$ cat src/logic/psct_params.svh
`ifndef PSCT_PARAMS_SVH
`define PSCT_PARAMS_SVH
// ----------------------------------------------------------------
// register addresses
// ----------------------------------------------------------------
`define PSCT_ADDR_STATUS 7'h55
`define PSCT_ADDR_ACQERR 7'h56
`define PSCT_ADDR_CMD 7'h57
`define PSCT_ADDR_DEB 7'h58
`define PSCT_ADDR_FIXH 7'h59
`define PSCT_ADDR_FIXL 7'h5a
`define PSCT_ADDR_MINI 7'h5b
`define PSCT_ADDR_RELH 7'h5c
`define PSCT_ADDR_RELL 7'h5d
// ----------------------------------------------------------------
// reset values
// ----------------------------------------------------------------
`define PSCT_RST_CMD 8'h00
`define PSCT_RST_DEB 8'h05
`define PSCT_RST_FIXH 8'h03
`define PSCT_RST_FIXL 8'h20
`define PSCT_RST_MINI 8'h03
`define PSCT_RST_RELH 8'h00
`define PSCT_RST_RELL 8'h32
// ----------------------------------------------------------------
// field positions and limits
// ----------------------------------------------------------------
`define PSCT_CMD_ACK 7
`define PSCT_CMD_FIFO 4
`define PSCT_CMD_RST 3
`define PSCT_CMD_FV 2
`define PSCT_CMD_PST 1
`define PSCT_CMD_ADC 0
`define PSCT_CMD_WMASK 8'h9f
`define PSCT_STAT_INTF 7
`define PSCT_STAT_REL 5
`define PSCT_STAT_FIX 4
`define PSCT_DEB_MAX 8'hfe
`define PSCT_DEB_BAD 8'hff
`endif

$ cat src/logic/psct_pkg.sv
`default_nettype none
package psct_pkg;
   // ----------------------------------------------------------------
   // threshold registers
   // ----------------------------------------------------------------
   typedef struct packed {
      logic [7:0] debounce;
      logic [7:0] fix_hi;
      logic [7:0] fix_lo;
      logic [7:0] min_inc;
      logic [7:0] rel_hi;
      logic [7:0] rel_lo;
   } psct_cfg_s;

   // pressure sample from the acquisition path
   typedef struct packed {
      logic valid;
      logic [15:0] value;
   } psct_sample_s;

   // spi client sequencer states
   typedef enum logic [2:0] {
      PSCT_IDLE = 3'b001,
      PSCT_HDR = 3'b010,
      PSCT_DATA = 3'b100
   } psct_spi_e;
endpackage : psct_pkg
`default_nettype wire

$ cat src/logic/psct_regs.sv
// Summary of operation
// - acknowledge command clears status and acquisition error registers after transfers end
// - command bits self-clear when their action finishes; writing zero does nothing
// - fifo clear command empties the pressure fifo after transfers end
// - register reset command restores the debounce and threshold registers once, at sequence end
// - firmware verify command starts one verification after the sequence ends
// - pressure cell self-test command starts one test after the sequence ends
// - converter self-test command starts one test after the sequence ends
// - 8-bit debounce threshold sets count to accept a change, usable 0 to 254
// - debounce value 255 written by host becomes 254 after transfers end
// - fixed flag raised when enabled and pressure stays above 16-bit fixed threshold
// - pressure increasing only if sample beats previous by minimum increase count
// - relative flag raised when enabled and increase stays above 16-bit relative threshold
// - setting fixed or relative flag sets summary flag and pulses interrupt pin
`timescale 1ns/1ps
`default_nettype none
`include "psct_params.svh"
module psct_regs (
   input wire logic core_clk_i,
   input wire logic rst_i,
   input wire logic spi_sclk_i,
   input wire logic spi_cs_n_i,
   input wire logic spi_mosi_i,
   output logic spi_miso_o,
   output logic spi_miso_oe_o,
   input wire psct_pkg::psct_sample_s sample_i,
   input wire logic fixed_detect_enable_i,
   input wire logic relative_detect_enable_i,
   input wire logic [7:0] acq_error_set_i,
   input wire logic [2:0] test_done_i,
   output logic [2:0] test_start_o,
   output logic fifo_clear_o,
   output logic int_pulse_o,
   output logic fixed_threshold_flag_o,
   output logic relative_threshold_flag_o,
   output logic summary_interrupt_flag_o
);
   // ----------------------------------------------------------------
   // state
   // ----------------------------------------------------------------
   localparam psct_pkg::psct_cfg_s CFG_RST = '{`PSCT_RST_DEB, `PSCT_RST_FIXH, `PSCT_RST_FIXL,
      `PSCT_RST_MINI, `PSCT_RST_RELH, `PSCT_RST_RELL};
   logic [2:0] sync1_r;
   logic [2:0] sync2_r;
   logic sclk_d_r;
   logic cs_d_r;
   psct_pkg::psct_spi_e state_r, state_nxt;
   logic [2:0] bit_cnt_r, bit_cnt_nxt;
   logic [7:0] shift_r, shift_nxt;
   logic [7:0] tx_r, tx_nxt;
   logic [6:0] addr_r, addr_nxt;
   logic wr_r, wr_nxt;
   logic miso_r, miso_nxt;
   logic miso_oe_r, miso_oe_nxt;
   psct_pkg::psct_cfg_s cfg_r, cfg_nxt;
   logic [7:0] cmd_r, cmd_nxt;
   logic [2:0] busy_r, busy_nxt;
   logic [2:0] start_r, start_nxt;
   logic fifo_clr_r, fifo_clr_nxt;
   logic fix_r, fix_nxt;
   logic rel_r, rel_nxt;
   logic intf_r, intf_nxt;
   logic pulse_r, pulse_nxt;
   logic [7:0] acq_r, acq_nxt;
   logic [15:0] prev_r, prev_nxt;
   logic prev_ok_r, prev_ok_nxt;
   logic [15:0] base_r, base_nxt;
   logic [7:0] cnt_fix_r, cnt_fix_nxt;
   logic [7:0] cnt_rel_r, cnt_rel_nxt;

   // synchronised pins and their edges
   logic sclk_s;
   logic cs_n_s;
   logic mosi_s;
   logic sclk_rise;
   logic sclk_fall;
   logic seq_end;
   logic ack_clr;
   assign sclk_s = sync2_r[0];
   assign cs_n_s = sync2_r[1];
   assign mosi_s = sync2_r[2];
   assign sclk_rise = sclk_s & ~sclk_d_r;
   assign sclk_fall = ~sclk_s & sclk_d_r;
   assign seq_end = cs_n_s & ~cs_d_r;
   assign ack_clr = seq_end & cmd_r[`PSCT_CMD_ACK];

   // ----------------------------------------------------------------
   // register read mux
   // ----------------------------------------------------------------
   function automatic logic [7:0] rd_data(input logic [6:0] a);
      logic [7:0] d;
      d = 8'h00;
      if (a == `PSCT_ADDR_STATUS)
      begin
         d[`PSCT_STAT_INTF] = intf_r;
         d[`PSCT_STAT_REL] = rel_r;
         d[`PSCT_STAT_FIX] = fix_r;
      end
      else if (a == `PSCT_ADDR_ACQERR) d = acq_r;
      else if (a == `PSCT_ADDR_CMD) d = cmd_r;
      else if (a == `PSCT_ADDR_DEB) d = cfg_r.debounce;
      else if (a == `PSCT_ADDR_FIXH) d = cfg_r.fix_hi;
      else if (a == `PSCT_ADDR_FIXL) d = cfg_r.fix_lo;
      else if (a == `PSCT_ADDR_MINI) d = cfg_r.min_inc;
      else if (a == `PSCT_ADDR_RELH) d = cfg_r.rel_hi;
      else if (a == `PSCT_ADDR_RELL) d = cfg_r.rel_lo;
      return d;
   endfunction : rd_data

   // ----------------------------------------------------------------
   // next state
   // ----------------------------------------------------------------
   always_comb
   begin
      logic [7:0] byte_in;
      logic do_wr;
      logic [16:0] step;
      logic incr;
      logic [15:0] rise_amt;
      logic fix_cond;
      logic rel_cond;
      logic set_fix;
      logic set_rel;
      byte_in = {shift_r[6:0], mosi_s};
      do_wr = 1'b0;
      step = 17'h0_0000;
      incr = 1'b0;
      rise_amt = 16'h0000;
      fix_cond = 1'b0;
      rel_cond = 1'b0;
      set_fix = 1'b0;
      set_rel = 1'b0;
      state_nxt = state_r;
      bit_cnt_nxt = bit_cnt_r;
      shift_nxt = shift_r;
      tx_nxt = tx_r;
      addr_nxt = addr_r;
      wr_nxt = wr_r;
      miso_nxt = miso_r;
      miso_oe_nxt = miso_oe_r;
      cfg_nxt = cfg_r;
      cmd_nxt = cmd_r;
      busy_nxt = busy_r;
      start_nxt = 3'b000;
      fifo_clr_nxt = 1'b0;
      pulse_nxt = 1'b0;
      prev_nxt = prev_r;
      prev_ok_nxt = prev_ok_r;
      base_nxt = base_r;
      cnt_fix_nxt = cnt_fix_r;
      cnt_rel_nxt = cnt_rel_r;

      // spi client: header byte (write flag, address) then data bytes
      case (state_r)
         psct_pkg::PSCT_IDLE:
         begin
            miso_oe_nxt = 1'b0;
            if (!cs_n_s)
            begin
               state_nxt = psct_pkg::PSCT_HDR;
               bit_cnt_nxt = 3'd0;
               tx_nxt = 8'h00;
               miso_nxt = 1'b0;
               miso_oe_nxt = 1'b1;
            end
         end
         psct_pkg::PSCT_HDR, psct_pkg::PSCT_DATA:
         begin
            if (cs_n_s)
            begin
               state_nxt = psct_pkg::PSCT_IDLE;
               miso_oe_nxt = 1'b0;
            end
            else if (sclk_rise)
            begin
               shift_nxt = byte_in;
               bit_cnt_nxt = bit_cnt_r + 3'd1;
               if (bit_cnt_r == 3'd7)
               begin
                  if (state_r == psct_pkg::PSCT_HDR)
                  begin
                     addr_nxt = byte_in[6:0];
                     wr_nxt = byte_in[7];
                     tx_nxt = rd_data(byte_in[6:0]);
                     state_nxt = psct_pkg::PSCT_DATA;
                  end
                  else
                  begin
                     do_wr = wr_r;
                     addr_nxt = addr_r + 7'd1;
                     tx_nxt = rd_data(addr_r + 7'd1);
                  end
               end
            end
            else if (sclk_fall)
            begin
               miso_nxt = tx_r[7];
               tx_nxt = {tx_r[6:0], 1'b0};
            end
         end
         default:
         begin
            state_nxt = psct_pkg::PSCT_IDLE;
            miso_oe_nxt = 1'b0;
         end
      endcase

      // finished tests release their request bits
      for (int i = 0; i < 3; i++)
      begin
         if (busy_r[i] && test_done_i[i])
         begin
            busy_nxt[i] = 1'b0;
            cmd_nxt[i] = 1'b0;
         end
      end

      // one-time actions once the chip select has risen
      if (seq_end)
      begin
         if (cmd_r[`PSCT_CMD_ACK])
            cmd_nxt[`PSCT_CMD_ACK] = 1'b0;
         if (cmd_r[`PSCT_CMD_FIFO])
         begin
            fifo_clr_nxt = 1'b1;
            cmd_nxt[`PSCT_CMD_FIFO] = 1'b0;
         end
         if (cmd_r[`PSCT_CMD_RST])
         begin
            cfg_nxt = CFG_RST;
            cmd_nxt[`PSCT_CMD_RST] = 1'b0;
         end
         else if (cfg_r.debounce == `PSCT_DEB_BAD)
            cfg_nxt.debounce = `PSCT_DEB_MAX;
         for (int i = 0; i < 3; i++)
         begin
            if (cmd_r[i] && !busy_r[i])
            begin
               start_nxt[i] = 1'b1;
               busy_nxt[i] = 1'b1;
            end
         end
      end

      // host writes: command bits only set, reserved bits dropped
      if (do_wr)
      begin
         if (addr_r == `PSCT_ADDR_CMD)
            cmd_nxt = cmd_nxt | (byte_in & `PSCT_CMD_WMASK);
         else if (addr_r == `PSCT_ADDR_DEB) cfg_nxt.debounce = byte_in;
         else if (addr_r == `PSCT_ADDR_FIXH) cfg_nxt.fix_hi = byte_in;
         else if (addr_r == `PSCT_ADDR_FIXL) cfg_nxt.fix_lo = byte_in;
         else if (addr_r == `PSCT_ADDR_MINI) cfg_nxt.min_inc = byte_in;
         else if (addr_r == `PSCT_ADDR_RELH) cfg_nxt.rel_hi = byte_in;
         else if (addr_r == `PSCT_ADDR_RELL) cfg_nxt.rel_lo = byte_in;
      end

      // pressure change detection per sample
      if (sample_i.valid)
      begin
         step = {1'b0, prev_r} + {9'h000, cfg_r.min_inc};
         incr = prev_ok_r && ({1'b0, sample_i.value} >= step);
         base_nxt = incr ? base_r : sample_i.value;
         rise_amt = sample_i.value - base_r;
         fix_cond = fixed_detect_enable_i
            && (sample_i.value > {cfg_r.fix_hi, cfg_r.fix_lo});
         rel_cond = relative_detect_enable_i && incr
            && (rise_amt > {cfg_r.rel_hi, cfg_r.rel_lo});
         cnt_fix_nxt = !fix_cond ? 8'h00
            : (cnt_fix_r == 8'hff) ? cnt_fix_r : cnt_fix_r + 8'h01;
         cnt_rel_nxt = !rel_cond ? 8'h00
            : (cnt_rel_r == 8'hff) ? cnt_rel_r : cnt_rel_r + 8'h01;
         set_fix = fix_cond
            && ({1'b0, cnt_fix_r} + 9'h001 >= {1'b0, cfg_r.debounce});
         set_rel = rel_cond
            && ({1'b0, cnt_rel_r} + 9'h001 >= {1'b0, cfg_r.debounce});
         prev_nxt = sample_i.value;
         prev_ok_nxt = 1'b1;
      end

      // sticky flags: a set in the clearing cycle wins
      fix_nxt = (fix_r & ~ack_clr) | set_fix;
      rel_nxt = (rel_r & ~ack_clr) | set_rel;
      intf_nxt = (intf_r & ~ack_clr) | set_fix | set_rel;
      pulse_nxt = set_fix | set_rel;
      acq_nxt = (acq_r & ~{8{ack_clr}}) | acq_error_set_i;
   end

   // ----------------------------------------------------------------
   // pin synchronisers
   // ----------------------------------------------------------------
   always_ff @(posedge core_clk_i or posedge rst_i)
   begin
      if (rst_i)
      begin
         sync1_r <= 3'b010;
         sync2_r <= 3'b010;
         sclk_d_r <= 1'b0;
         cs_d_r <= 1'b1;
      end
      else
      begin
         sync1_r <= {spi_mosi_i, spi_cs_n_i, spi_sclk_i};
         sync2_r <= sync1_r;
         sclk_d_r <= sync2_r[0];
         cs_d_r <= sync2_r[1];
      end
   end

   // ----------------------------------------------------------------
   // registers
   // ----------------------------------------------------------------
   always_ff @(posedge core_clk_i or posedge rst_i)
   begin
      if (rst_i)
      begin
         state_r <= psct_pkg::PSCT_IDLE;
         bit_cnt_r <= 3'd0;
         shift_r <= 8'h00;
         tx_r <= 8'h00;
         addr_r <= 7'h00;
         wr_r <= 1'b0;
         miso_r <= 1'b0;
         miso_oe_r <= 1'b0;
         cfg_r <= CFG_RST;
         cmd_r <= `PSCT_RST_CMD;
         busy_r <= 3'b000;
         start_r <= 3'b000;
         fifo_clr_r <= 1'b0;
         fix_r <= 1'b0;
         rel_r <= 1'b0;
         intf_r <= 1'b0;
         pulse_r <= 1'b0;
         acq_r <= 8'h00;
         prev_r <= 16'h0000;
         prev_ok_r <= 1'b0;
         base_r <= 16'h0000;
         cnt_fix_r <= 8'h00;
         cnt_rel_r <= 8'h00;
      end
      else
      begin
         state_r <= state_nxt;
         bit_cnt_r <= bit_cnt_nxt;
         shift_r <= shift_nxt;
         tx_r <= tx_nxt;
         addr_r <= addr_nxt;
         wr_r <= wr_nxt;
         miso_r <= miso_nxt;
         miso_oe_r <= miso_oe_nxt;
         cfg_r <= cfg_nxt;
         cmd_r <= cmd_nxt;
         busy_r <= busy_nxt;
         start_r <= start_nxt;
         fifo_clr_r <= fifo_clr_nxt;
         fix_r <= fix_nxt;
         rel_r <= rel_nxt;
         intf_r <= intf_nxt;
         pulse_r <= pulse_nxt;
         acq_r <= acq_nxt;
         prev_r <= prev_nxt;
         prev_ok_r <= prev_ok_nxt;
         base_r <= base_nxt;
         cnt_fix_r <= cnt_fix_nxt;
         cnt_rel_r <= cnt_rel_nxt;
      end
   end

   // outputs straight from flops
   assign spi_miso_o = miso_r;
   assign spi_miso_oe_o = miso_oe_r;
   assign test_start_o = start_r;
   assign fifo_clear_o = fifo_clr_r;
   assign int_pulse_o = pulse_r;
   assign fixed_threshold_flag_o = fix_r;
   assign relative_threshold_flag_o = rel_r;
   assign summary_interrupt_flag_o = intf_r;
endmodule : psct_regs
`default_nettype wire

$ cat config.mk
export PLATFORM = sky130hd
export DESIGN_NAME = psct_regs
export DESIGN_NICKNAME = d
export VERILOG_FILES = /design/src/logic/psct_pkg.sv /design/src/logic/psct_regs.sv
export VERILOG_INCLUDE_DIRS = /design/src /design/src/logic
export SDC_FILE = /design/constraint.sdc
export NUM_CORES = 1
export LEC_CHECK = 0
export BUFFER_PORTS_ARGS = -buffer_cell sky130_fd_sc_hd__buf_2
export CORE_ASPECT_RATIO = 0.6
export CORE_MARGIN = 5
export CORE_UTILIZATION = 45
export DETAILED_ROUTE_END_ITERATION = 7
export HOLD_SLACK_MARGIN = 0.03
export PLACE_DENSITY = 0.69
export REMOVE_ABC_BUFFERS = 1
export SYNTH_ARGS = -nofsm -noshare
export SYNTH_HDL_FRONTEND = slang
export SYNTH_SLANG_ARGS = --single-unit
$ cat constraint.sdc
create_clock -name core_clk_i -period 5.7 [get_ports core_clk_i]
set_input_delay 1.425 -clock core_clk_i [delete_from_list [all_inputs] [get_ports core_clk_i]]
set_output_delay 1.425 -clock core_clk_i [all_outputs]
set_load 0.02 [all_outputs]
# [After elaboration in Yosys (flattened, before gate mapping)]
# Cells that the tools add are included.
# W data, S select, Z words.
[word_totals] reg_bits=163 latchBits=0 ramBits=0 mem_bits_ro=0 inputBits=35 out_inout_bits=10 word_cells=239 n_memories=0
[op_classes] n_addsub=8 multipliers=0 div_mod_pow=0 order_cmp=5 eq_ne=45 shifts=0 mux=98 bitwise=22 n_reduce_logical=28
[op_table] op="$mux W8" n=37
[op_table] op="$eq A7 B7 Y1 const B" n=25
[op_table] op="$mux W48" n=3
[op_table] op="$mux W40" n=2
[op_table] op="$gt A16 B16 Y1" n=2
[op_table] op="$mux W1" n=32
[op_table] op="$mux W32" n=1
[op_table] op="$mux W3" n=10
[op_table] op="$eq A8 B8 Y1 const B" n=3
[op_table] op="$mux W24" n=1
[op_table] op="$add A8 B1 Y9 const B" n=2
[op_table] op="$ge A9 B8 Y1" n=2
[op_table] op="$add A16 B8 Y17" n=1
[op_table] op="$ge A16 B17 Y1" n=1
[op_table] op="$add A8 B1 Y8 const B" n=2
[op_table] op="$mux W16" n=1
[op_table] op="$ne A2 B2 Y1 const B" n=8
[op_table] op="$or A8 B8 Y8" n=2
[op_table] op="$pmux W8 S2" n=1
[op_table] op="$sub A16 B16 Y16" n=1
[op_table] op="$ne A3 B3 Y1 const B" n=5
[op_table] op="$reduce_and A5 Y1" n=3
[op_table] op="$logic_and A1 B1 Y1" n=12
[op_table] op="$pmux W3 S2" n=2
[op_table] op="20 further kinds" n=47

# [Logic depth before layout (Yosys ltp)]
# Gate-level depths: netlist of run 1.
[depth] word_depth=16 mapped_depth=20 depth_no_buf=20

# [Worst setup path before layout of run 1]
# Ideal clock, no wire load.
[synth_timing] path_kind="input -> register" start="input port sample_i[0] (netlist bit)" end="register cnt_rel_r[0]" setup_time_ps=125 t_arrival_ps=5070 required_time_ps=5575 path_slack_ps=505 path_stages=20 n_path_buf=0 cell_sequence="inv_1 ha_1 inv_1 fa_1 a21o_1 a21oi_1 o21ai_0 nand2_1 o2111ai_1 a31o_2 a21oi_1 xnor2_1 ha_1 nand4_1 or3_1 o31a_1 o31ai_1 a211oi_2 a41o_1 mux2_2"
[synth_via] elab_chain_cells=6 elab_cells_between_ends=9 classes_between="1 x add/sub; 2 x order compare; 1 x eq/ne; 1 x mux; 4 x reduce/logical"
[synth_rtl] element="start: declaration" line_no="psct_regs.sv:26" source="input wire psct_pkg::psct_sample_s sample_i,"
[synth_rtl] element="parallel branches: the longest is 3 deep, another holds $sub A16 B16 Y16"
[synth_rtl] element="$logic_and A1 B1 Y1 *" line_no="psct_regs.sv:268" source="&& (rise_amt > {cfg_r.rel_hi, cfg_r.rel_lo});"
[synth_rtl] element="$ne A2 B2 Y1 (no line)"
[synth_rtl] element="$reduce_and A2 Y1 (no line)"
[synth_rtl] element="end signal: assignment" line_no="psct_regs.sv:365" source="cnt_rel_r <= cnt_rel_nxt;"
[synth_rtl] element="end: declaration" line_no="psct_regs.sv:69" source="logic [7:0] cnt_rel_r, cnt_rel_nxt;"
# Mark *: on every way between the ends.
# A chain may end at the register's enable or synchronous reset.

# [Worst setup path in the final report of run 1]
# Ends and elaborated chain as after synthesis.

==> results of run 1 <==
[stage by stage]
| step | area [um^2] | hold WS, ps |
|---|---|---|
| after floorplan | 10700 | 331 |
| after global placement | 11400 | 337 |
| after detailed placement | 11400 | 339 |
| after CTS | 12100 | 352 |
| after global routing | 12100 | 364 |
| final | 12100 | 353 |
[cells by family (layout without fill, tap and decap cells)]
logic type,count (synthesis),in the layout,share of synthesized area (%)
AND/OR/NAND/NOR,379,379,17.0
AO/OA/AOI/OAI,350,350,20.9
buffers and inverters,134,179,4.72
adder cells (fa/ha/maj),100,100,11.7
XOR/XNOR,38,38,3.07
multiplexers,51,51,5.32
flip-flops,161,161,37.3
[cell usage in the layout, fill, tap and decap left out, types with 7 or more instances in the layout]
cell type,synthesis,layout
a21o_1,30,30
a21oi_1,69,69
a22o_1,19,19
a31oi_1,11,11
and2_1,8,8
and3_1,16,16
buf_2,7,44
buf_4,0,17
clkbuf_16,0,17
clkbuf_8,0,7
dfrtp_1,147,147
dfstp_2,14,14
ha_1,98,98
inv_1,85,84
mux2_1,9,9
mux2_2,24,24
mux2i_1,16,16
nand2_1,120,120
nand2b_1,13,13
nand3_1,64,64
nand4_1,10,10
nor2_1,70,70
nor2b_1,17,17
nor3_1,24,24
o21a_1,15,15
o21ai_0,79,79
o21ai_1,32,32
o22ai_1,14,14
or3_1,8,8
xnor2_1,22,22
xor2_1,16,16
[registers in the layout, summed over array words and instances (netlist names), 3 cells and up]
| register | cells |
|---|---|
| prev_r | 16 |
| sync1_r | 3 |
| state_r | 3 |
| busy_r | 3 |
| test_start_o | 3 |
| tx_r | 8 |
| cmd_r | 6 |
| shift_r | 7 |
| cnt_rel_r | 8 |
| bit_cnt_r | 3 |
| cnt_fix_r | 8 |
| cfg_r | 48 |
| base_r | 16 |
| sync2_r | 3 |
| addr_r | 7 |
| acq_r | 8 |
[cells in the mapped netlist, types with 5 or more instances]
library cell / number / area [um^2]
o211ai_1: 6 / 45.0
ha_1: 98 / 1230
o21ai_0: 79 / 395
and2_1: 8 / 50.1
a22o_1: 19 / 166
buf_2: 7 / 35.0
or2_2: 5 / 31.3
nor2b_1: 17 / 106
mux2_2: 24 / 270
o22ai_1: 14 / 87.6
clkbuf_1: 38 / 143
a22oi_1: 5 / 37.5
a21o_1: 30 / 225
a32oi_1: 6 / 52.6
dfrtp_1: 147 / 3680
o21ai_1: 32 / 160
or3_1: 8 / 50.1
a21boi_0: 5 / 37.5
a21oi_1: 69 / 345
a31oi_1: 11 / 68.8
xor2_1: 16 / 140
a221o_1: 5 / 50.1
nor2_1: 70 / 263
nand2_1: 120 / 450
o221ai_1: 6 / 52.6
o21a_1: 15 / 113
xnor2_1: 22 / 193
nand3_1: 64 / 320
nand4_1: 10 / 62.6
o31ai_1: 5 / 37.5
mux2i_1: 16 / 160
dfstp_2: 14 / 368
mux2_1: 9 / 101
inv_1: 85 / 319
nor3_1: 24 / 120
and3_1: 16 / 100
nand2b_1: 13 / 81.3
[path summary, 6_finish.rpt]
kind	startpoint	end	slack, ps	cells after the start
worst max-delay path	sample_i[0]	cnt_rel_r[0]$_DFFE_PP0P_	430	23
worst min-delay path	sync1_r[2]$_DFF_PP0_	sync2_r[2]$_DFF_PP0_	350	0
worst max register to register	prev_r[0]$_DFFE_PP0P_	base_r[10]$_DFFE_PP0P_	920	17
worst min register to register	sync1_r[2]$_DFF_PP0_	sync2_r[2]$_DFF_PP0_	350	0
max in group asynchronous	rst_i	cfg_r[42]$_DFF_PP1_	3620	3
min in group asynchronous	rst_i	sync1_r[2]$_DFF_PP0_	1110	2
[metal layers]
metal,vias up,GRT usage [%]
li1,4449,-
met1,4620,38.9
met2,427,32.0
met3,46,10.7
met4,0,5.71
met5,-,0
[worst max-delay path, stage by stage]
cell and delay [ps]:
buf_2 100, inv_1 70, ha_1 160, inv_1 50, fa_1 380, a21o_1 170, a21oi_1 160, buf_4 160
o21ai_0 110, nand2_1 110, o2111ai_1 160, a31o_2 260, a21oi_1 170, xnor2_1 90, ha_1 300, nand4_1 90
or3_1 390, o31a_1 300, o31ai_1 90, a211oi_2 70, buf_4 190, a41o_1 290, mux2_2 290
[final cells by class]
type,count,area (um^2)
Timing Repair Buffer,62,368
Tap cell,322,403
Fill cell,2244,11900
Sequential cell,161,4050
Inverter,85,324
Clock buffer,24,522
Multi-Input combinational cell,918,6290
Clock inverter,8,123
[report_power, final]
group          internal [W]  switching [W]  total, W
Clock              0.000769       0.000494   0.00126
Sequential          0.00120      0.0000572   0.00126
Combinational      0.000354       0.000475  0.000829
Total               0.00233        0.00103   0.00335
==> metrics.md, run 1 <==
| Metric | Value |
|---|---|
| Status | finished, final reports clean |
| Max layer used | met4 |
| Worst-Margin Slew | 1150 ps |
| Largest net degree at the start of global routing | 82 |
| Unrepaired setup endpoints after global routing | no |
| Min Tclk post-route | 5270 ps |
| H-tree depth | 4 |
| FP Rows | 44 |
| Core box area | 0.0239 mm^2 |
| Data arrival, critical path | 5610 ps |
| First-pass GRT wire length | 52.9 mm |
| Max-cap check violation count | 0 |
| DP HPWL | 25.7 mm |
| Dpl ws | -11.0 ps |
| Cts repair resizes | 0 |
| # diodes | 0 |
| Crit Path Class | input port to flop |
| Final period util | 92.4% |
| # port buffers | 44 |
| CP startpoint kind | input port |
| Mapped Area | 0.0108 mm^2 |
| Initial Util | 45.3% |
| Drt first-iter violations | 1069 |
| Die height | 130 um |
| Clk root buf | clkbuf_16 |
| GRT Util Overall | 25.2% |
| Fin nets | 1380 |
| Hold/Removal Path Class | flop to flop |
| Routed vias/inst | 6.04 |
| TritonCTS clock tree | yes |
| Post-Layout Cell Count | 1580 |
| Io pins | 45 |
| Syn-to-layout area delta | 11.3% |
| Drt wl/cell | 21.5 um |
| Final setup fails | 0 |
| Final ANT Viol Nets | 0 |
| DP Cell Count | 1548 |
| Wire length on met1 | 16.7 mm |
| Cells after Synth | 1213 |
| Max Transition Viols Final | 0 |
| Final GP Congestion | 0.993 |
| Post-layout util | 50.4% |
| Share of flip-flops with an asynchronous set or reset | 100% |
| Pwr Density | 278 mW/mm^2 |
| Share of cells above drive strength 1 | 11.9% |
| CP required | 6040 ps |
| Yosys reg bits | 161 |
| Post-CTS Hold Buffers | 0 |
| Final hold violations | 0 |
| Leakage | 5.23 nW |
| Clk Latency, worst-skew pair | 450 ps |
| Setup TNS | 0 ps |
| TritonCTS Buffers | 17 |
| Clock sinks | 161 |
| DIE WIDTH | 210 um |
| Die area | 0.0274 mm^2 |
| Routed length on met3 | 4.10 mm |
| Total power | 0.00335 W |
| Synth unique cells | 80 |
| Worst setup margin | 432 ps |
| DRC | 0 |
| Post-CTS setup buffers | 0 |
| EDFF count, synth | 0 |
| Total number of yosys warnings | 0 |
| Grt ovf | 0 |
| Clock slew seen by the registers of the worst setup and hold paths | 70 ps |
| Peak supply drop | 0.172 mV |
| Antenna violations before repair | 0 |
| Crit-path max FO | 7 |
| Routed wl met2 | 12.7 mm |
| Mean Syn Cell Area | 8.94 um^2 |
| Setup crit end kind | flop |
| Max Clk Rate | 190 MHz |
| First-pass iteration count of the detailed router | 7 |
| Clock buffer depth | 2 |
| Sequential area share after synthesis | 37.3% |
| Main synth FF type | dfrtp_1 |
| Worst Skew | 9.05 ps |
| Vias in the first global route | 8944 |
| DR vias | 9542 |
| Final WL | 33.9 mm |
| Worst slew margin | 23.1% |
Note: power is estimated with default switching activity, not from simulation.
==> run 2: changes to the inputs <==
--- a/config.mk
+++ b/config.mk
@@ -6,6 +6,7 @@
 export SDC_FILE = /design/constraint.sdc
 export NUM_CORES = 1
 export LEC_CHECK = 0
+export ABC_AREA = 1
 export BUFFER_PORTS_ARGS = -buffer_cell sky130_fd_sc_hd__buf_2
 export CORE_ASPECT_RATIO = 0.6
 export CORE_MARGIN = 5
==> metrics.md, run 2 <==
| Metric | Value |
|---|---|
| GRT Util Overall | 24.0% (-1.2 points) |
| Largest net degree at the start of global routing | 90 (+9.8%) |
| Synth area leader | dfrtp_1 |
| Status | finished, final reports clean |
| Total power | 0.00317 W (-5.5%) |
| Pwr Density | 264 mW/mm^2 (-5.0%) |
| Die height | 130 um (about the same) |
| Worst-Margin Slew | 821 ps (-329 ps) |
| Final setup fails | 0 (unchanged) |
| Clk Latency, worst-skew pair | 450 ps (about the same) |
| Leakage | 5.87 nW (+12%) |
| Syn-to-layout area delta | 10.5% |
| Top post-synthesis cells by area | dfrtp_1, ha_1, nand2_1, inv_1, o21ai_0 |
| Setup TNS | 0 ps (unchanged) |
| Xor and xnor area share after synthesis | 3.06% (-0.0060 points) |
| # port buffers | 44 (unchanged) |
| Share of cells above drive strength 1 | 9.13% (-2.8 points) |
| TritonCTS Buffers | 17 (unchanged) |
| # diodes | 0 (unchanged) |
| Antenna violations before repair | 0 (unchanged) |
| CP startpoint kind | input port |
| Post-layout util | 50.1% (-0.29 points) |
| Top Registers | cfg_r x48, base_r x16, prev_r x16 |
| Io pins | 45 (unchanged) |
| Final GP Congestion | 1.01 (+1.3%) |
| DR vias | 9940 (+4.2%) |
| TritonCTS clock tree | yes |
| Fin nets | 1589 (+15%) |
| DIE WIDTH | 211 um (about the same) |
| DP HPWL | 24.7 mm (-3.7%) |
| Synth unique cells | 54 (-33%) |
| Commonest non-fill, non-tap cells in the layout | nand2_1, inv_1, dfrtp_1, o21ai_0, ha_1 |
| Total number of yosys warnings | 0 (unchanged) |
| Max Clk Rate | 195 MHz (+2.9%) |
| Count leader, synth | nand2_1 |
| Initial Util | 45.4% (+0.089 points) |
| Clock slew seen by the registers of the worst setup and hold paths | 60 ps (about the same) |
| Final hold violations | 0 (unchanged) |
| Crit-path max FO | 5 (-2) |
| Drt first-iter violations | 1069 (unchanged) |
| Main synth FF type | dfrtp_1 |
| Routed vias/inst | 5.56 (-8.0%) |
| Crit Path Class | input port to flop |
| Clk root buf | clkbuf_16 |
| First-pass iteration count of the detailed router | 6 (-1) |
| Worst Skew | 10.6 ps (+1.53 ps) |
| DRC | 0 (unchanged) |
| Post-synth top area share | 33.9% (-0.066 points) |
| FP Rows | 44 (unchanged) |
| Drt wl/cell | 18.0 um (-16%) |
| Peak supply drop | 0.198 mV (+15%) |
| Final WL | 32.1 mm (-5.3%) |
| Unrepaired setup endpoints after global routing | no |
| Mean Syn Cell Area | 7.72 um^2 (-14%) |
| Core box area | 0.0239 mm^2 (unchanged) |
| First-pass GRT wire length | 51.6 mm (-2.4%) |
| Final ANT Viol Nets | 0 (unchanged) |
| Clock sinks | 161 (unchanged) |
| H-tree depth | 4 (unchanged) |
| Data arrival, critical path | 5460 ps (-150 ps) |
| Die area | 0.0275 mm^2 (+0.18%) |
| CP required | 6040 ps (about the same) |
| Post-Synth Adder-Cell Area | 11.7% (-0.023 points) |
| Yosys reg bits | 161 (unchanged) |
| Most frequent cells after synthesis | nand2_1, inv_1, dfrtp_1 |
| Post-CTS Hold Buffers | 0 (unchanged) |
| Largest family of logic cells by synthesized area | simple AND/OR/NAND/NOR gates |
| Sequential area share after synthesis | 37.2% (-0.073 points) |
| Setup crit end kind | flop |
| Clock buffer depth | 2 (unchanged) |
| Most common cell after layout, fill and taps aside | nand2_1 |
| Post-synthesis mux area share | 0% (-5.3 points) |
| Grt ovf | 0 (unchanged) |
| Min Tclk post-route | 5120 ps (-150 ps) |
| Cts repair resizes | 0 (unchanged) |
| Post-CTS setup buffers | 0 (unchanged) |
| Vias in the first global route | 9337 (+4.4%) |
| Cells after Synth | 1407 (+16%) |
| Final period util | 89.8% (-2.6 points) |
| Compound-cell area share of the yosys netlist | 16.3% (-4.6 points) |
| Worst slew margin | 45.3% (+22 points) |
| Share of flip-flops with an asynchronous set or reset | 100% (unchanged) |
| EDFF count, synth | 0 (unchanged) |
| Mapped Area | 0.0109 mm^2 (+0.20%) |
| Max FFs per register | 48 (unchanged) |
| Biggest register | cfg_r |
| Max Transition Viols Final | 0 (unchanged) |
| Hold/Removal Path Class | flop to flop |
| Max-cap check violation count | 0 (unchanged) |
| Synth Area in Simple Gates | 23.0% (+5.9 points) |
[run 2: cell families after synthesis]
kind of cell               count (synthesis)
xor gates and xnor gates                  38
AOI/OAI and AO/OA                        312
and+or+nand+nor                          551
DFF                                      161
buffers and inverters                    245
adders and majority gates                100
[run 2: critical path: stages]
cell and delay (ps):
buf_2 100, inv_1 150, ha_1 180, inv_1 60, fa_1 390, nand3_1 90
nand2_1 110, nand2_1 90, o211ai_1 120, nand2_1 90, nand2_1 50, nand2_1 50
nand2_1 80, a21oi_1 130, nor2_1 50, nor2_1 100, xor2_1 160, inv_1 60
ha_1 260, nand4_1 140, nor3_1 200, o21ai_0 150, a21oi_1 290, nand3_1 190
nor2_1 320, o21ai_0 250, o21ai_0 170
[run 2: per-layer routing]
metal	track usage (%)	up-vias	wire, um
met5	0	-	0
met4	5.03	0	376
met3	7.74	36	3600
met2	32.2	472	12400
met1	37.3	4641	15700
li1	-	4791	-
[run 2: area by class of cell]
type | count | area, um^2
Multi-Input combinational cell | 1001 | 5860
Tap cell | 322 | 403
Sequential cell | 161 | 4050
Fill cell | 2296 | 11900
Inverter | 221 | 835
Timing Repair Buffer | 52 | 280
Clock buffer | 19 | 453
Clock inverter | 13 | 125
[run 2: power by group]
group | switching, W | internal, W
sequential | 0.0000503 | 0.00121
combinational | 0.000476 | 0.000273
clock | 0.000525 | 0.000632
total | 0.00105 | 0.00212
[run 2: worst paths after layout]
kind | from | to | slack, ps | cells past startpoint
worst min-delay path | sync1_r[1]$_DFF_PP1_ | sync2_r[1]$_DFF_PP1_ | 360 | 0
worst max register to register | cfg_r[18]$_DFF_PP0_ | relative_threshold_flag_o$_DFF_PP0_ | 1230 | 21
max in group asynchronous | rst_i | sync1_r[1]$_DFF_PP1_ | 3440 | 3
min in group asynchronous | rst_i | prev_r[12]$_DFFE_PP0P_ | 1150 | 2
worst min register to register | sync1_r[1]$_DFF_PP1_ | sync2_r[1]$_DFF_PP1_ | 360 | 0
worst max-delay path | sample_i[0] | relative_threshold_flag_o$_DFF_PP0_ | 580 | 27
[run 2: through the flow]
| step | std cells | worst slack [ps] | hold WS, ps | instance area [um^2] |
|---|---|---|---|---|
| floorplan | 1383 | -50.1 | 331 | 10700 |
| CTS | 1789 | 705 | 362 | 12000 |
| global route | 1789 | 224 | 363 | 12000 |
| detailed placement | 1757 | 273 | 341 | 11400 |
| global placement | 1757 | 458 | 333 | 11400 |
| finish | 1789 | 582 | 360 | 12000 |
==> run 3: changes to the inputs <==
==> constraint.sdc (replaced) <==
create_clock -name core_clk_i -period 5.7 [get_ports core_clk_i]
set_input_delay 0.855 -clock core_clk_i [delete_from_list [all_inputs] [get_ports core_clk_i]]
set_output_delay 0.855 -clock core_clk_i [all_outputs]
set_load 0.02 [all_outputs]
==> metrics.md, run 3 (same netlist as run 2, synthesis figures left out) <==
| Metric | Value |
|---|---|
| Status | finished, final reports clean |
| Final hold violations | 0 (unchanged) |
| Final ANT Viol Nets | 0 (unchanged) |
| Cts repair resizes | 0 (unchanged) |
| Unrepaired setup endpoints after global routing | no |
| Commonest non-fill, non-tap cells in the layout | nand2_1, inv_1, dfrtp_1, o21ai_0, ha_1 |
| GRT Util Overall | 23.9% (-0.066 points) |
| Worst slew margin | 47.8% (+2.6 points) |
| Clock sinks | 161 (unchanged) |
| Pwr Density | 263 mW/mm^2 (-0.39%) |
| Clk Latency, worst-skew pair | 440 ps (about the same) |
| # diodes | 0 (unchanged) |
| Die height | 130 um (unchanged) |
| Post-CTS Hold Buffers | 0 (unchanged) |
| WHS | 358 ps (-2.64 ps) |
| CP peak stage delay | 390 ps (about the same) |
| Slowest cell on the critical path | fa_1 |
| Share of cells above drive strength 1 | 9.13% (unchanged) |
| # port buffers | 44 (unchanged) |
| Most common cell after layout, fill and taps aside | nand2_1 |
| Largest net degree at the start of global routing | 84 (-6.7%) |
| Crit Path Class | input port to flop |
| DP HPWL | 24.8 mm (+0.50%) |
| Max FFs per register | 48 (unchanged) |
| Top Registers | cfg_r x48, base_r x16, prev_r x16 |
| Data arrival, critical path | 4890 ps (-570 ps) |
| Biggest register | cfg_r |
| DRC | 0 (unchanged) |
| FP Rows | 44 (unchanged) |
| CP required | 6050 ps (about the same) |
| FF-to-FF path depth | 21 (unchanged) |
| Post-layout util | 50.1% (about the same) |
| Worst Skew | 9.45 ps (-1.13 ps) |
| Final setup fails | 0 (unchanged) |
| Clk root buf | clkbuf_16 |
| Vias in the first global route | 9350 (+0.14%) |
| Max-cap check violation count | 0 (unchanged) |
| First-pass iteration count of the detailed router | 5 (-1) |
| Min Tclk post-route | 4540 ps (-577 ps) |
| DR vias | 9775 (-1.7%) |
| Final period util | 79.7% (-10 points) |
| Hold path depth | 0 (unchanged) |
| Clock slew seen by the registers of the worst setup and hold paths | 70 ps (about the same) |
| WP depth | 27 (unchanged) |
| TritonCTS Buffers | 17 (unchanged) |
| Routed length on met3 | 3.56 mm (-1.1%) |
| Post-Layout Cell Count | 1789 (unchanged) |
| Max Transition Viols Final | 0 (unchanged) |
| Drt wl/cell | 17.8 um (-0.96%) |
| Max layer used | met4 |
| Fin nets | 1589 (unchanged) |
| Worst-Margin Slew | 782 ps (-38.6 ps) |
| DIE WIDTH | 211 um (unchanged) |
| CP startpoint kind | input port |
| Clock buffer depth | 2 (unchanged) |
| Wire length on met1 | 15.7 mm (-0.19%) |
| Core box area | 0.0239 mm^2 (unchanged) |
| Antenna violations before repair | 0 (unchanged) |
| Routed vias/inst | 5.46 (-1.7%) |
| Setup TNS | 0 ps (unchanged) |
| Die area | 0.0275 mm^2 (unchanged) |
| Grt ovf | 0 (unchanged) |
| Initial Util | 45.4% (unchanged) |
| Final GP Congestion | 0.999 (-0.76%) |
| Peak supply drop | 0.233 mV (+18%) |
| Io pins | 45 (unchanged) |
| Leakage | 5.86 nW (-0.10%) |
| DP Cell Count | 1757 (unchanged) |
| H-tree depth | 4 (unchanged) |
| Post-CTS setup buffers | 0 (unchanged) |
| TritonCTS clock tree | yes |
| Setup crit end kind | flop |
| Gate family responsible for the most delay along the worst path | simple AND/OR/NAND/NOR gates |
| Syn-to-layout area delta | 10.4% (about the same) |
| Max Clk Rate | 220 MHz (+13%) |
| Crit-path max FO | 5 (unchanged) |
| Final WL | 31.8 mm (-0.96%) |
| CP most frequent cell | nand2_1 |
| Drt first-iter violations | 966 (-9.6%) |
| Bufs and invs on worst path | 4 (unchanged) |
| Hold/Removal Path Class | flop to flop |
| First-pass GRT wire length | 51.2 mm (-0.80%) |
| Routed wl met2 | 12.2 mm (-2.3%) |
## run 3: path summary, 6_finish.rpt
kind	startpoint	end	slack, ps
worst max register to register	cfg_r[18]$_DFF_PP0_	cnt_rel_r[0]$_DFFE_PP0P_	1310
min in group asynchronous	rst_i	prev_r[12]$_DFFE_PP0P_	560
max in group asynchronous	rst_i	cfg_r[42]$_DFF_PP1_	4050
worst max-delay path	sample_i[0]	cnt_rel_r[0]$_DFFE_PP0P_	1160
worst min-delay path	sync1_r[1]$_DFF_PP1_	sync2_r[1]$_DFF_PP1_	360
worst min register to register	sync1_r[1]$_DFF_PP1_	sync2_r[1]$_DFF_PP1_	360
## run 3: cell type report
class,count,area (um^2)
clock buffers,17,425
clock inverters,15,150
fillers,2315,11900
inverters,221,835
multi-input cells,1001,5860
flip-flops and latches,161,4050
well taps,322,403
repair buffers,52,280
## run 3: worst register-to-register path: cells and delay by family (launching register included)
family / cells / cell delay (ps)
fa+ha+maj: 2 / 670
xor+xnor: 1 / 80
compound gates: 7 / 1290
simple gates: 11 / 1780
flops: 1 / 480
## run 3: power breakdown
group | leakage [nW] | switching, W | internal (W)
registers | 2.04 | 0.0000480 | 0.00121
logic | 3.55 | 0.000475 | 0.000273
clock network | 0.276 | 0.000532 | 0.000615
## run 3: per-layer routing
layer	vias up	GRT usage [%]
li1	4816	-
met1	4539	36.5
met2	384	32.2
met3	36	8.63
met4	0	5.26
met5	-	0
## run 3: stage by stage
step | total power (W) | instance area [um^2] | setup slack (ps)
finish | 0.00315 | 12000 | 1160
CTS | 0.00316 | 12000 | 1230
global placement | 0.00199 | 11400 | 958
global route | 0.00335 | 12000 | 710
detailed placement | 0.00201 | 11400 | 760
floorplan | 0.00180 | 10700 | 520
